$ cat config.mk
export PLATFORM = sky130hd
export DESIGN_NAME = video_overlay_genlock
export DESIGN_NICKNAME = d
export VERILOG_FILES = /design/src/rtl/overlay_pkg.sv /design/src/rtl/video_overlay_genlock.sv
export SDC_FILE = /design/constraint.sdc
export NUM_CORES = 1
export LEC_CHECK = 0
export ABC_AREA = 1
export BUFFER_PORTS_ARGS = -buffer_cell sky130_fd_sc_hd__buf_2
export CORE_UTILIZATION = 30
export DETAILED_ROUTE_END_ITERATION = 6
export SLEW_MARGIN = 0
export SYNTH_ARGS = -nofsm -noshare
export SYNTH_HDL_FRONTEND = slang
export SYNTH_SLANG_ARGS = --single-unit
$ cat constraint.sdc
create_clock -name i_clk -period 3.9 [get_ports i_clk]
set_input_delay 0.195 -clock i_clk [delete_from_list [all_inputs] [get_ports i_clk]]
set_output_delay 0.195 -clock i_clk [all_outputs]
set_load 0.02 [all_outputs]
$ cat src/rtl/overlay_pkg.sv
package overlay_pkg;
  // -------------------------------------------------------------
  // Port addresses and register indices
  // -------------------------------------------------------------
  localparam logic [15:0] PORT_INDEX   = 16'h03CE;
  localparam logic [15:0] PORT_DATA    = 16'h03CF;
  localparam logic [7:0] IDX_OVL_CTRL  = 8'h40;
  localparam logic [7:0] IDX_KEY_VAL   = 8'h41;
  localparam logic [7:0] IDX_KEY_MASK  = 8'h42;
  localparam logic [7:0] IDX_HSTART_HI = 8'h45;
  localparam logic [7:0] IDX_HEND_HI   = 8'h46;
  localparam logic [7:0] IDX_HLOW      = 8'h47;
  localparam logic [7:0] IDX_VSTART_LO = 8'h48;
  localparam logic [7:0] IDX_VEND_LO   = 8'h49;
  localparam logic [7:0] IDX_VHIGH     = 8'h4A;
  localparam logic [7:0] IDX_SYNC_LOCK = 8'h4B;
  localparam logic [7:0] REG_RESET     = 8'h00;
  localparam logic [7:0] HLOW_RW_MASK  = 8'h77;
  localparam logic [7:0] VHIGH_RW_MASK = 8'h0F;

  // -------------------------------------------------------------
  // Field codes
  // -------------------------------------------------------------
  localparam logic [1:0] KEY_EQ = 2'h0;
  localparam logic [1:0] KEY_LT = 2'h1;
  localparam logic [1:0] KEY_GT = 2'h2;
  localparam logic [1:0] SEL_OFF  = 2'h0;
  localparam logic [1:0] SEL_PIN  = 2'h1;
  localparam logic [1:0] SEL_BOTH = 2'h2;
  localparam logic [1:0] SEL_KEY  = 2'h3;
  localparam logic [2:0] MODE_PAL  = 3'h0;
  localparam logic [2:0] MODE_GRAY = 3'h1;
  localparam logic [2:0] MODE_332  = 3'h2;
  localparam logic [2:0] MODE_555  = 3'h4;
  localparam logic [2:0] MODE_565  = 3'h5;
  localparam int FIFO_DEPTH = 32;

  // Overlay control fields, high bit first
  typedef struct packed {
    logic [1:0] key_cmp;
    logic       dac_switch;
    logic [2:0] in_mode;
    logic [1:0] ovl_sel;
  } ovl_ctrl_type;

  // Sync lock control fields
  typedef struct packed {
    logic       vlock;
    logic       hlock;
    logic [2:0] total_adj;
    logic [2:0] sync_adj;
  } sync_ctrl_type;

  // Feature pixel split into colour components
  typedef struct packed {
    logic [5:0] red;
    logic [5:0] green;
    logic [5:0] blue;
  } rgb_type;
endpackage

$ cat src/rtl/video_overlay_genlock.sv
// Contract
// RQ1: Overlay control sits at index 40h; top two bits choose key comparison.
// RQ2: Key compare code 00 equal, 01 less, 10 greater, 11 reserved.
// RQ3: DAC switch bit makes DAC follow feature mode during overlay only.
// RQ4: Input mode codes: palette, gray, 332, 555, 565; others reserved.
// RQ5: 3:3:2 takes red 7-5, green 4-2, blue 1-0.
// RQ6: 5:5:5 and 5:6:5 split feature lines into red, green, blue.
// RQ7: Narrow connector samples both clock edges in 15/16-bit modes.
// RQ8: Overlay select: off, pin, key and pin, key alone.
// RQ9: Color key value register at index 41h.
// RQ10: Color key mask at 42h; a one bit masks that pixel bit from the compare.
// RQ11: Horizontal start is 45h high bits plus 47h bits 2-0.
// RQ12: Horizontal end is 46h high bits plus 47h bits 6-4.
// RQ13: Vertical start is 48h plus 4Ah bits 1,0.
// RQ14: Vertical end is 49h plus 4Ah bits 3,2; bits 7-4 reserved.
// RQ15: Vertical lock bit turns vsync pin into input and locks timing.
// RQ16: Horizontal lock bit turns hsync pin into input and locks timing.
// RQ17: Software sets both lock bits at 4Bh for full lock.
// RQ18: Total adjust codes alter horizontal total by 0,-4..-1,+1..+3.
// RQ19: Sync adjust delays hsync start after blanking by 0 to 7 clocks.
// RQ20: Index port selects register, data port reaches it.
// RQ21: Inside window with overlay condition, output feature pixel.
// RQ22: Masked bits skip comparison; registers reset to zero.

// ---------------------------------------------------------------
// Feature data FIFO
// ---------------------------------------------------------------
module feature_fifo #(
  parameter int WIDTH = 16,
  parameter int DEPTH = 32
) (
  input  wire logic             i_clk,
  input  wire logic             i_rst,
  input  wire logic [WIDTH-1:0] i_data,
  input  wire logic             i_valid,
  output logic                  o_ready,
  output logic [WIDTH-1:0]      o_data,
  output logic                  o_valid,
  input  wire logic             i_ready
);
  localparam int AW = $clog2(DEPTH);
  logic [WIDTH-1:0] mem [DEPTH];
  logic [AW:0]      wr_q, wr_d, rd_q, rd_d;
  logic             push, pop;

  // Full and empty from pointer compare
  assign o_ready = !((wr_q[AW] != rd_q[AW]) && (wr_q[AW-1:0] == rd_q[AW-1:0]));
  assign o_valid = (wr_q != rd_q);
  assign o_data  = mem[rd_q[AW-1:0]];
  assign push    = i_valid && o_ready;
  assign pop     = o_valid && i_ready;

  // Next pointers
  always_comb begin
    wr_d = wr_q + (AW+1)'(push);
    rd_d = rd_q + (AW+1)'(pop);
  end

  // Pointer and storage registers
  always_ff @(posedge i_clk) begin
    if (i_rst) begin
      wr_q <= '0;
      rd_q <= '0;
    end else begin
      wr_q <= wr_d;
      rd_q <= rd_d;
    end
    if (push) begin
      mem[wr_q[AW-1:0]] <= i_data;
    end
  end
endmodule

// ---------------------------------------------------------------
// Overlay, window and genlock logic
// ---------------------------------------------------------------
module video_overlay_genlock
  import overlay_pkg::*;
#(
  parameter int PIX_W   = 16,
  parameter bit NARROW  = 1'b1
) (
  input  wire logic        i_clk,
  input  wire logic        i_rst,
  input  wire logic [15:0] i_io_addr,
  input  wire logic [7:0]  i_io_wdata,
  input  wire logic        i_io_wr,
  input  wire logic        i_io_rd,
  output logic [7:0]       o_io_rdata,
  input  wire logic        i_feature_pixel_clock,
  input  wire logic [15:0] i_feature_data,
  input  wire logic        i_ext_overlay_enable_n,
  input  wire logic        i_gfx_valid,
  input  wire logic [7:0]  i_gfx_pixel,
  input  wire logic [10:0] i_hpos,
  input  wire logic [9:0]  i_vpos,
  input  wire logic        i_hsync_in,
  input  wire logic        i_vsync_in,
  input  wire logic        i_hsync_gen,
  input  wire logic        i_vsync_gen,
  output logic             o_hsync_out,
  output logic             o_hsync_oe,
  output logic             o_vsync_out,
  output logic             o_vsync_oe,
  output logic             o_hlock_ref,
  output logic             o_vlock_ref,
  output logic signed [3:0] o_htotal_adj,
  output logic [2:0]       o_hsync_delay,
  output logic             o_pixel_valid,
  output logic             o_pixel_overlay,
  output logic [15:0]      o_pixel,
  output rgb_type          o_rgb,
  output logic [2:0]       o_dac_mode,
  input  wire logic [2:0]  i_gfx_mode
);
  // -------------------------------------------------------------
  // Register file behind index and data ports
  // -------------------------------------------------------------
  logic [7:0]    index_q, index_d;
  ovl_ctrl_type  ctrl_q, ctrl_d;
  logic [7:0]    key_q, key_d, mask_q, mask_d;
  logic [7:0]    hs_hi_q, hs_hi_d, he_hi_q, he_hi_d, hlow_q, hlow_d;
  logic [7:0]    vs_lo_q, vs_lo_d, ve_lo_q, ve_lo_d, vhigh_q, vhigh_d;
  sync_ctrl_type sync_q, sync_d;
  logic [7:0]    rdata_q, rdata_d;
  logic          data_wr;
  // Data port write strobe
  assign data_wr = i_io_wr && (i_io_addr == PORT_DATA);
  // Next register values
  always_comb begin
    {index_d, ctrl_d, key_d, mask_d, hs_hi_d, he_hi_d} =
      {index_q, ctrl_q, key_q, mask_q, hs_hi_q, he_hi_q};
    {hlow_d, vs_lo_d, ve_lo_d, vhigh_d, sync_d, rdata_d} =
      {hlow_q, vs_lo_q, ve_lo_q, vhigh_q, sync_q, rdata_q};
    if (i_io_wr && (i_io_addr == PORT_INDEX)) begin
      index_d = i_io_wdata; // see RQ20
    end
    if (data_wr) begin
      case (index_q) // see RQ20
        IDX_OVL_CTRL:  ctrl_d  = ovl_ctrl_type'(i_io_wdata); // see RQ1
        IDX_KEY_VAL:   key_d   = i_io_wdata; // see RQ9
        IDX_KEY_MASK:  mask_d  = i_io_wdata; // see RQ10
        IDX_HSTART_HI: hs_hi_d = i_io_wdata; // see RQ11
        IDX_HEND_HI:   he_hi_d = i_io_wdata; // see RQ12
        IDX_HLOW:      hlow_d  = i_io_wdata & HLOW_RW_MASK; // see RQ12
        IDX_VSTART_LO: vs_lo_d = i_io_wdata; // see RQ13
        IDX_VEND_LO:   ve_lo_d = i_io_wdata; // see RQ14
        IDX_VHIGH:     vhigh_d = i_io_wdata & VHIGH_RW_MASK; // see RQ14
        IDX_SYNC_LOCK: sync_d  = sync_ctrl_type'(i_io_wdata);
        default:       ;
      endcase
    end
    if (i_io_rd) begin
      rdata_d = REG_RESET;
      if (i_io_addr == PORT_INDEX) begin
        rdata_d = index_q;
      end else if (i_io_addr == PORT_DATA) begin
        case (index_q)
          IDX_OVL_CTRL:  rdata_d = ctrl_q;
          IDX_KEY_VAL:   rdata_d = key_q;
          IDX_KEY_MASK:  rdata_d = mask_q;
          IDX_HSTART_HI: rdata_d = hs_hi_q;
          IDX_HEND_HI:   rdata_d = he_hi_q;
          IDX_HLOW:      rdata_d = hlow_q;
          IDX_VSTART_LO: rdata_d = vs_lo_q;
          IDX_VEND_LO:   rdata_d = ve_lo_q;
          IDX_VHIGH:     rdata_d = vhigh_q;
          IDX_SYNC_LOCK: rdata_d = sync_q;
          default:       rdata_d = REG_RESET;
        endcase
      end
    end
  end

  // Register storage, all cleared by reset
  always_ff @(posedge i_clk) begin
    if (i_rst) begin
      {index_q, ctrl_q, key_q, mask_q, hs_hi_q, he_hi_q} <= '0; // see RQ22
      {hlow_q, vs_lo_q, ve_lo_q, vhigh_q, sync_q, rdata_q} <= '0;
    end else begin
      {index_q, ctrl_q, key_q, mask_q, hs_hi_q, he_hi_q} <=
        {index_d, ctrl_d, key_d, mask_d, hs_hi_d, he_hi_d};
      {hlow_q, vs_lo_q, ve_lo_q, vhigh_q, sync_q, rdata_q} <=
        {hlow_d, vs_lo_d, ve_lo_d, vhigh_d, sync_d, rdata_d};
    end
  end
  assign o_io_rdata = rdata_q;

  // -------------------------------------------------------------
  // Pin synchronisers and feature clock edge detection
  // -------------------------------------------------------------
  logic [2:0]  fclk_q, fclk_d;
  logic [1:0]  evid_q, evid_d, hs_q, hs_d, vs_q, vs_d;
  logic [15:0] fd1_q, fd1_d, fd2_q, fd2_d;
  logic        sample, wide_mode;
  // Shift pins through two flops; third flop only for edge history
  always_comb begin
    fclk_d = {fclk_q[1:0], i_feature_pixel_clock};
    evid_d = {evid_q[0], i_ext_overlay_enable_n};
    hs_d   = {hs_q[0], i_hsync_in};
    vs_d   = {vs_q[0], i_vsync_in};
    fd1_d  = i_feature_data;
    fd2_d  = fd1_q;
  end
  // Synchroniser flops; overlay pin idles high
  always_ff @(posedge i_clk) begin
    if (i_rst) begin
      {fclk_q, hs_q, vs_q, fd1_q, fd2_q} <= '0;
      evid_q <= 2'h3;
    end else begin
      {fclk_q, evid_q, hs_q, vs_q} <= {fclk_d, evid_d, hs_d, vs_d};
      {fd1_q, fd2_q} <= {fd1_d, fd2_d};
    end
  end
  assign wide_mode = (ctrl_q.in_mode == MODE_555) ||
                     (ctrl_q.in_mode == MODE_565);
  // Rising edge always; falling edge too for narrow wide-mode data
  assign sample = (fclk_q[1] && !fclk_q[2]) ||
                  (NARROW && wide_mode && !fclk_q[1] && fclk_q[2]); // see RQ7
  // -------------------------------------------------------------
  // Byte pairing and feature FIFO
  // -------------------------------------------------------------
  logic [7:0]  low_q, low_d;
  logic        half_q, half_d;
  logic        f_push, f_ready, f_valid, f_pop;
  logic [15:0] f_word, f_out;
  // Narrow wide-mode pairs low byte then high byte
  always_comb begin
    low_d  = low_q;
    half_d = half_q;
    f_push = 1'b0;
    f_word = fd2_q;
    if (sample) begin
      if (NARROW && wide_mode) begin // see RQ7
        if (!half_q) begin
          low_d  = fd2_q[7:0];
          half_d = 1'b1;
        end else begin
          f_word = {fd2_q[7:0], low_q};
          f_push = 1'b1;
          half_d = 1'b0;
        end
      end else begin
        f_push = 1'b1;
        half_d = 1'b0;
      end
    end
  end
  always_ff @(posedge i_clk) begin
    if (i_rst) begin
      low_q  <= '0;
      half_q <= 1'b0;
    end else begin
      low_q  <= low_d;
      half_q <= half_d;
    end
  end
  feature_fifo #(.WIDTH(16), .DEPTH(FIFO_DEPTH)) u_fifo (
    .i_clk   (i_clk),
    .i_rst   (i_rst),
    .i_data  (f_word),
    .i_valid (f_push),
    .o_ready (f_ready),
    .o_data  (f_out),
    .o_valid (f_valid),
    .i_ready (f_pop)
  );

  // -------------------------------------------------------------
  // Overlay decision per graphics pixel
  // -------------------------------------------------------------
  logic [10:0] hstart, hend;
  logic [9:0]  vstart, vend;
  logic        in_win, key_hit, pin_hit, cond;
  logic [7:0]  gm, km;
  assign hstart = {hs_hi_q, hlow_q[2:0]}; // see RQ11
  assign hend   = {he_hi_q, hlow_q[6:4]}; // see RQ12
  assign vstart = {vhigh_q[1:0], vs_lo_q}; // see RQ13
  assign vend   = {vhigh_q[3:2], ve_lo_q}; // see RQ14
  assign in_win = (i_hpos >= hstart) && (i_hpos <= hend) &&
                  (i_vpos >= vstart) && (i_vpos <= vend);
  assign gm = i_gfx_pixel & ~mask_q; // see RQ22
  assign km = key_q & ~mask_q; // see RQ10
  // Key comparison and overlay source choice
  always_comb begin
    case (ctrl_q.key_cmp) // see RQ2
      KEY_EQ:  key_hit = (gm == km);
      KEY_LT:  key_hit = (gm < km);
      KEY_GT:  key_hit = (gm > km);
      default: key_hit = 1'b0;
    endcase
    pin_hit = !evid_q[1];
    case (ctrl_q.ovl_sel) // see RQ8
      SEL_PIN:  cond = pin_hit;
      SEL_BOTH: cond = pin_hit && key_hit;
      SEL_KEY:  cond = key_hit;
      default:  cond = 1'b0;
    endcase
    cond  = cond && in_win; // see RQ21
    f_pop = i_gfx_valid && cond && f_valid;
  end

  // -------------------------------------------------------------
  // Pixel output and colour split
  // -------------------------------------------------------------
  logic        pv_q, pv_d, po_q, po_d;
  logic [15:0] pix_q, pix_d;
  rgb_type     rgb_q, rgb_d;
  logic [2:0]  dmode_q, dmode_d;
  // Choose feature or graphics pixel and the DAC mode
  always_comb begin
    pv_d    = i_gfx_valid;
    po_d    = i_gfx_valid && cond;
    pix_d   = po_d ? f_out : {8'h00, i_gfx_pixel}; // see RQ21
    rgb_d   = '0;
    case (ctrl_q.in_mode) // see RQ4
      MODE_332: rgb_d = {3'h0, f_out[7:5], 3'h0, f_out[4:2],
                         4'h0, f_out[1:0]}; // see RQ5
      MODE_555: rgb_d = {1'b0, f_out[14:10], 1'b0, f_out[9:5],
                         1'b0, f_out[4:0]}; // see RQ6
      MODE_565: rgb_d = {f_out[15:10], 1'b0, f_out[9:5],
                         1'b0, f_out[4:0]}; // see RQ6
      default: rgb_d = '0; // Palette and gray carry no split
    endcase
    dmode_d = (ctrl_q.dac_switch && po_d) ? ctrl_q.in_mode
                                           : i_gfx_mode; // see RQ3
  end
  // Output registers
  always_ff @(posedge i_clk) begin
    if (i_rst) begin
      {pv_q, po_q, pix_q, rgb_q, dmode_q} <= '0;
    end else begin
      {pv_q, po_q, pix_q, rgb_q, dmode_q} <=
        {pv_d, po_d, pix_d, rgb_d, dmode_d};
    end
  end
  assign o_pixel_valid   = pv_q;
  assign o_pixel_overlay = po_q;
  assign o_pixel         = pix_q;
  assign o_rgb           = rgb_q;
  assign o_dac_mode      = dmode_q;
  // -------------------------------------------------------------
  // Genlock pins and timing adjustment
  // -------------------------------------------------------------
  // Lock bits turn the sync pins around and feed the timing generator
  always_comb begin
    o_vsync_oe    = !sync_q.vlock; // see RQ15
    o_hsync_oe    = !sync_q.hlock; // see RQ16
    o_vsync_out   = i_vsync_gen;
    o_hsync_out   = i_hsync_gen;
    o_vlock_ref   = sync_q.vlock && vs_q[1]; // see RQ15
    o_hlock_ref   = sync_q.hlock && hs_q[1]; // see RQ16
    o_hsync_delay = sync_q.hlock ? sync_q.sync_adj : 3'h0; // see RQ19
    case (sync_q.hlock ? sync_q.total_adj : 3'h0) // see RQ18
      3'h1:    o_htotal_adj = -4'sd4;
      3'h2:    o_htotal_adj = -4'sd3;
      3'h3:    o_htotal_adj = -4'sd2;
      3'h4:    o_htotal_adj = -4'sd1;
      3'h5:    o_htotal_adj = 4'sd1;
      3'h6:    o_htotal_adj = 4'sd2;
      3'h7:    o_htotal_adj = 4'sd3;
      default: o_htotal_adj = 4'sd0;
    endcase
  end
endmodule

# --- After elaboration in Yosys (flattened, before gate mapping) ---
# Memory sizes are Yosys's and may differ from the RTL's. A register that Yosys moved wholly into a read port is not among the register bits.
# Cells that the tools add are included.
classes:
  add_sub_neg: 2
  magnitude_cmp: 6
  eq_ne: 31
  mux: 22
  bitwise: 5
  n_reduce_logical: 39
op_table:
  columns: ["cell", "count"]
  rows:
  - ["$eq 8x7->1 const B", 10]
  - ["$pmux 8 s10", 1]
  - ["$pmux 18 s3", 1]
  - ["$mux 16", 3]
  - ["$eq 16x10->1 const B", 2]
  - ["$pmux 4 s7", 1]
  - ["$mux 8", 3]
  - ["$reduce_and 2->1", 10]
  - ["$eq 3x3->1 const B", 6]
  - ["$logic_and 1x1->1", 18]
  - ["$and 8x8->8", 2]
  - ["$add 6x1->6", 2]
  - ["$ge 11x11->1", 1]
  - ["$le 11x11->1", 1]
  - ["$ge 10x10->1", 1]
  - ["$le 10x10->1", 1]
  - ["$eq 3x2->1 const B", 3]
  - ["$mux 3", 3]
  - ["$eq 8x8->1", 1]
  - ["$gt 8x8->1", 1]
  - ["$lt 8x8->1", 1]
  - ["$not 8->8", 1]
  - ["$mux 1", 7]
  - ["$eq 2x2->1 const B", 3]
  - ["13 further kinds", 22]
word_totals:
  regBits: 191
  mem_bits_rw: 512
  in_bits: 83
  output_inout_bits: 60
  wordCells: 142
  n_memories: 1
mem_list:
  columns: ["memory", "words", "word_bits", "rd", "rd_clocked_by_memory_dff", "write_ports", "line_no", "rtl"]
  rows:
  - ["u_fifo.mem", 32, 16, 1, 1, 1, "video_overlay_genlock.sv:42", "logic [WIDTH-1:0] mem [DEPTH];"]

# --- Longest topological paths before layout ---
depth:
  word_depth: 12
  ltp_mapped: 23
  ltp_nobuf: 23

# --- By module ---
# From an unflattened synthesis, not the netlist that was laid out.
hier_totals:
  hier_cells: 3289
  hier_area_um2: 30707.0
modules_own_cells:
  columns: ["mod", "n_inst", "cells_each", "area_each_um2", "seq_area_each_um2"]
  rows:
  - ["feature_fifo", 1, 2125, 22445.3, 15615.0]
  - ["video_overlay_genlock", 1, 1164, 8261.7, 3543.4]

# --- Least setup slack after synthesis ---
# OpenSTA, ideal clock, no wires.
synth_path:
  kind: "reg2reg"
  start: "reg ctrl_q[4] (netlist bit)"
  end: "mem u_fifo.mem[0][13], data pin"
  setup_ns: 0.454
  arrival_ns: 2.434
  required_ns: 3.446
  slack_ns: 1.012
  stages_incl_launch_ff: 8
  n_path_buf: 1
  synth_period_minus_slack_ns: 2.888
  cell_sequence: "dfxtp_1 > inv_1 > nor2_2 > nand3_1 > o21ai_0 > nand3_1 > clkbuf_1 > o21ai_0"
synth_via:
  elab_chain_cells: 6
  word_cells_on_any_way: 8
  classes_between: "eq/ne: 2; mux: 2; reduce/logical: 4"
synth_rtl:
  columns: ["element", "line_no", "rtl"]
  rows:
  - ["start, declared", "video_overlay_genlock.sv:120", "ovl_ctrl_type ctrl_q, ctrl_d;"]
  - ["start signal, assigned", "video_overlay_genlock.sv:181", "{index_q, ctrl_q, key_q, mask_q, hs_hi_q, he_hi_q} <="]
  - ["$eq 3x3->1 (on tied branches)", "video_overlay_genlock.sv:215, video_overlay_genlock.sv:216", null]
  - ["$logic_or 1x1->1 (*)", "video_overlay_genlock.sv:215", "assign wide_mode = (ctrl_q.in_mode == MODE_555) ||"]
  - ["$logic_and 1x1->1 (2 in series)", "video_overlay_genlock.sv:219", "(NARROW && wide_mode && !fclk_q[1] && fclk_q[2]);"]
  - ["$logic_or 1x1->1", "video_overlay_genlock.sv:218", "assign sample = (fclk_q[1] && !fclk_q[2]) ||"]
  - ["$mux 16 (*)", "video_overlay_genlock.sv:233", "if (sample) begin"]
  - ["named net f_word[13]", "video_overlay_genlock.sv:226", "logic [15:0] f_word, f_out;"]
  - ["end, declared", "video_overlay_genlock.sv:42", null]
# Mark *: on every way through the listed nets, which the timed path passes. The rest lies on a longest branch.

# --- Worst setup path after layout ---
layout_path:
  start: "reg ctrl_q[4] (netlist bit)"
  end: "mem u_fifo.mem[6][15], enable pin"
layout_via:
  elab_chain_cells: 9
  word_cells_on_any_way: 11
  classes_between: "eq/ne: 2; mux: 4; reduce/logical: 5"
layout_rtl:
  columns: ["element", "line_no", "rtl"]
  rows:
  - ["$eq 3x3->1 (on tied branches)", "video_overlay_genlock.sv:215, video_overlay_genlock.sv:216", null]
  - ["$logic_or 1x1->1 (*)", "video_overlay_genlock.sv:215", null]
  - ["$logic_and 1x1->1 (2 in series)", "video_overlay_genlock.sv:219", null]
  - ["$logic_or 1x1->1", "video_overlay_genlock.sv:218", null]
  - ["$mux 1 (*)", "video_overlay_genlock.sv:233", null]
  - ["$logic_and 1x1->1 (*)", "video_overlay_genlock.sv:50", "assign push = i_valid && o_ready;"]
  - ["$mux 1 (*)", "video_overlay_genlock.sv:68", "if (push) begin"]
  - ["$mux 1 (implied by the code) (*)", "video_overlay_genlock.sv:69", "mem[wr_q[AW-1:0]] <= i_data;"]
# Every way passes the cells marked *; elsewhere a longest branch is shown, timed or not.

==> results.tsv <==
metric	value	unit
DRC viols	0	
drt first-iter violations	2272	
wire length per cell	19.1	microns
vias in the first global route	19700	
first-pass GRT wire length	121000	microns
WP data required	4.21	ns
n_diodes	0	
Synth Register Bits	701	
Synth area leader	edfxtp_1	
number of synthesized flops with an enable pin	512	
post-CTS sizing	0	
row cnt	113	
Routed Antenna Nets	0	
Port-buffer cells	136	
Top Ports	143	
R2R Path Start	ctrl_q[4]	
CP startpoint kind	flip-flop	
GRT Total Usage	16.1	%
Synth top area share	52.8	%
CP arrival	3.28	ns
Placement Cell Area	0.0313	sq mm
Worst VDD drop	0.317	mV
clock latency on the worst-skew pair	0.62	ns
core area	0.0956	sq mm
Top FF cell, synth	edfxtp_1	
Starting Density	30.5	%
Setup Skew	0.0379	ns
CTS tree	yes	
post-synth cell types	49	
postcts setup bufs	0	
vias per cell	4.90	
Post-Syn Area	0.0291	sq mm
hold path start	i_io_addr[11]	
MaxCap Viol Count	0	
Worst-Margin Slew	0.985	ns
Chip Height	314	microns
ys async rst share	0	%
Yosys Warn Count	0	
P per Cell Area	449	mW/mm^2
LEAKAGE	12.5	nW
most frequent cells after synthesis	edfxtp_1, nor2_1, o21ai_0, nand2_1, inv_1	
sequential fraction of the synthesis area	65.7	%
largest family of logic cells by synthesized area	simple AND/OR/NAND/NOR gates	
Gate Count Post-Synth	2731	
setup TNS	0	ns
critical path launch point	ctrl_q[4]	
Routed WL	81000	microns
grt total ovfl	0	
Design Area, Final	0.0341	sq mm
Tmin final	2.98	ns
Post-Synth Simple-Gate Area	13.3	%
largest net degree at the start of global routing	170	
Die W	314	microns
RSZ-0062 raised after global routing	no	
Synth Area in Compound Gates	12.7	%
TritonCTS Sinks	701	
Final Hold Violating Endpoints	0	
met2 wire len	38600	microns
xor/xnor cell area share of the yosys netlist	0.240	%
die footprint	0.0984	sq mm
synth top area cells	edfxtp_1, dfxtp_1, o21ai_0, nor2_1, nand2_1	
Met1 Wirelength	35500	microns
total number of vias	20800	
Root Buffer	clkbuf_16	
ratio of cells with drive above 1 in the final layout	13.0	%
area delta synth->final	17.0	%
clk buf depth	3	
total iterations of the first detailed-routing run	6	
cts bufs inserted	72	
Worst slew margin	34.3	%
most frequent cell after synthesis	edfxtp_1	
max-slew violation count	0	
met3 WL	4970	microns
Clock Pin Slew Worst Setup and Hold Paths	0.06	ns
outcome	finished, final reports clean	
dpl hpwl	50300	microns
RD Place Congestion	0.840	
nets@finish	3055	
worst-path fanout max	9	
antenna violations before repair	2	
PnR worst setup slack	0.925	ns
Post-Synth Adder-Cell Area	2.32	%
Hold/Removal Path Class	primary input to flip-flop	
nature of the critical path endpoint	flip-flop	
syn_area_per_cell	10.7	sq um
Tcrit/Tclk final	76.3	%
Highest Clock Rate	336	MHz
max layer used	met4	
Final setup viols	0	
htree depth	3	
mux contribution to synthesized area	0	%
pre-CTS WS	0.907	ns
Setup CP Type	flip-flop to flip-flop	
==> layout by cell type, fill, tap and decap left out, types with 5 or more instances in the layout <==
master / instances
nand3_2: 5
buf_4: 76
nand4_1: 19
nand3_1: 104
clkbuf_8: 8
o21ai_2: 8
nor2_2: 6
dlygate4sd3_1: 42
inv_1: 200
ha_1: 54
clkinv_2: 17
nor3_1: 7
clkinv_1: 16
inv_2: 8
o211ai_1: 45
o21ai_0: 374
nand3b_1: 6
nand2_1: 276
o21ai_1: 15
clkbuf_16: 75
a21oi_1: 133
or2_2: 5
a21oi_2: 8
nor2_1: 470
buf_2: 136
dfxtp_1: 186
o22ai_1: 59
clkbuf_1: 20
edfxtp_1: 512
o221ai_1: 20
a211oi_1: 8
==> where the power goes <==
| group | total (W) | internal, W | switching [W] | leakage (nW) |
|---|---|---|---|---|
| sequential | 0.00801 | 0.00800 | 0.0000126 | 6.25 |
| combinational | 0.000429 | 0.000140 | 0.000289 | 5.05 |
| clock | 0.00686 | 0.00398 | 0.00289 | 1.15 |
| total | 0.0153 | 0.0121 | 0.00319 | 12.5 |
==> through the flow <==
step                      instances  hold slack, ns  power [W]  util, %
after floorplan                2732           0.299    0.00837        -
after global placement         4067           0.386    0.00856     32.8
after detailed placement       4067           0.390    0.00857     32.8
after CTS                      4241           0.149     0.0154     35.7
after global routing           4241           0.200     0.0158     35.7
final                          4241           0.168     0.0153     35.7
==> path summary, 6_finish.rpt <==
check | endpoint | slack [ns] | depth (start not counted)
setup / recovery | u_fifo.mem[6][15] | 0.92 | 9
hold / removal | o_io_rdata[1] | 0.17 | 6
setup reg to reg | u_fifo.mem[6][15] | 0.92 | 9
hold reg to reg | hs_q[1] | 0.36 | 2
==> worst max-delay path, stage by stage (launching register included) <==
cell and delay, ns:
dfxtp_1 0.34, inv_1 0.08, nor2_2 0.19, nand3_1 0.11, o21ai_0 0.18, inv_2 0.11
nor3_4 0.32, nand3_2 0.26, nor2_1 0.74, buf_4 0.31
==> cell type report <==
class | count | area (sq um)
Clock buffer | 103 | 2060
Timing Repair Buffer | 257 | 1730
Fill cell | 9513 | 61500
Multi-Input combinational cell | 1661 | 8390
Inverter | 225 | 858
Clock inverter | 29 | 300
Tap cell | 1265 | 1580
Sequential cell | 701 | 19200
==> logic make-up after synthesis <==
family | after synthesis
XOR/XNOR | 8
flip-flops | 701
other | 1
AO/OA/AOI/OAI | 680
adder cells (fa/ha/maj) | 54
buffers and inverters | 370
AND/OR/NAND/NOR | 917
==> sequential cells by signal, summed over array words and instances (netlist names), 4 cells and up <==
signal / cells
fd1_q: 16
fd2_q: 16
low_q: 8
u_fifo.mem: 512
vhigh_q: 4
o_io_rdata: 8
hlow_q: 6
sync_q: 8
vs_lo_q: 8
o_pixel: 16
mask_q: 8
hs_hi_q: 8
index_q: 8
ctrl_q: 8
ve_lo_q: 8
u_fifo.rd_q: 6
key_q: 8
he_hi_q: 8
u_fifo.wr_q: 6
o_rgb: 16
==> metal layers <==
layer / vias up / track usage [%]
li1: 9894 / -
met1: 10100 / 21.8
met2: 683 / 26.6
met3: 116 / 2.34
met4: 0 / 4.79
met5: - / 0
==> repair_timing <==
action	4_1_cts	5_1_grt
hold buffers	42	0
endpoints found under the setup margin	0	0
hold endpoints to repair	46	0
Power figures use the tool's default switching activity.
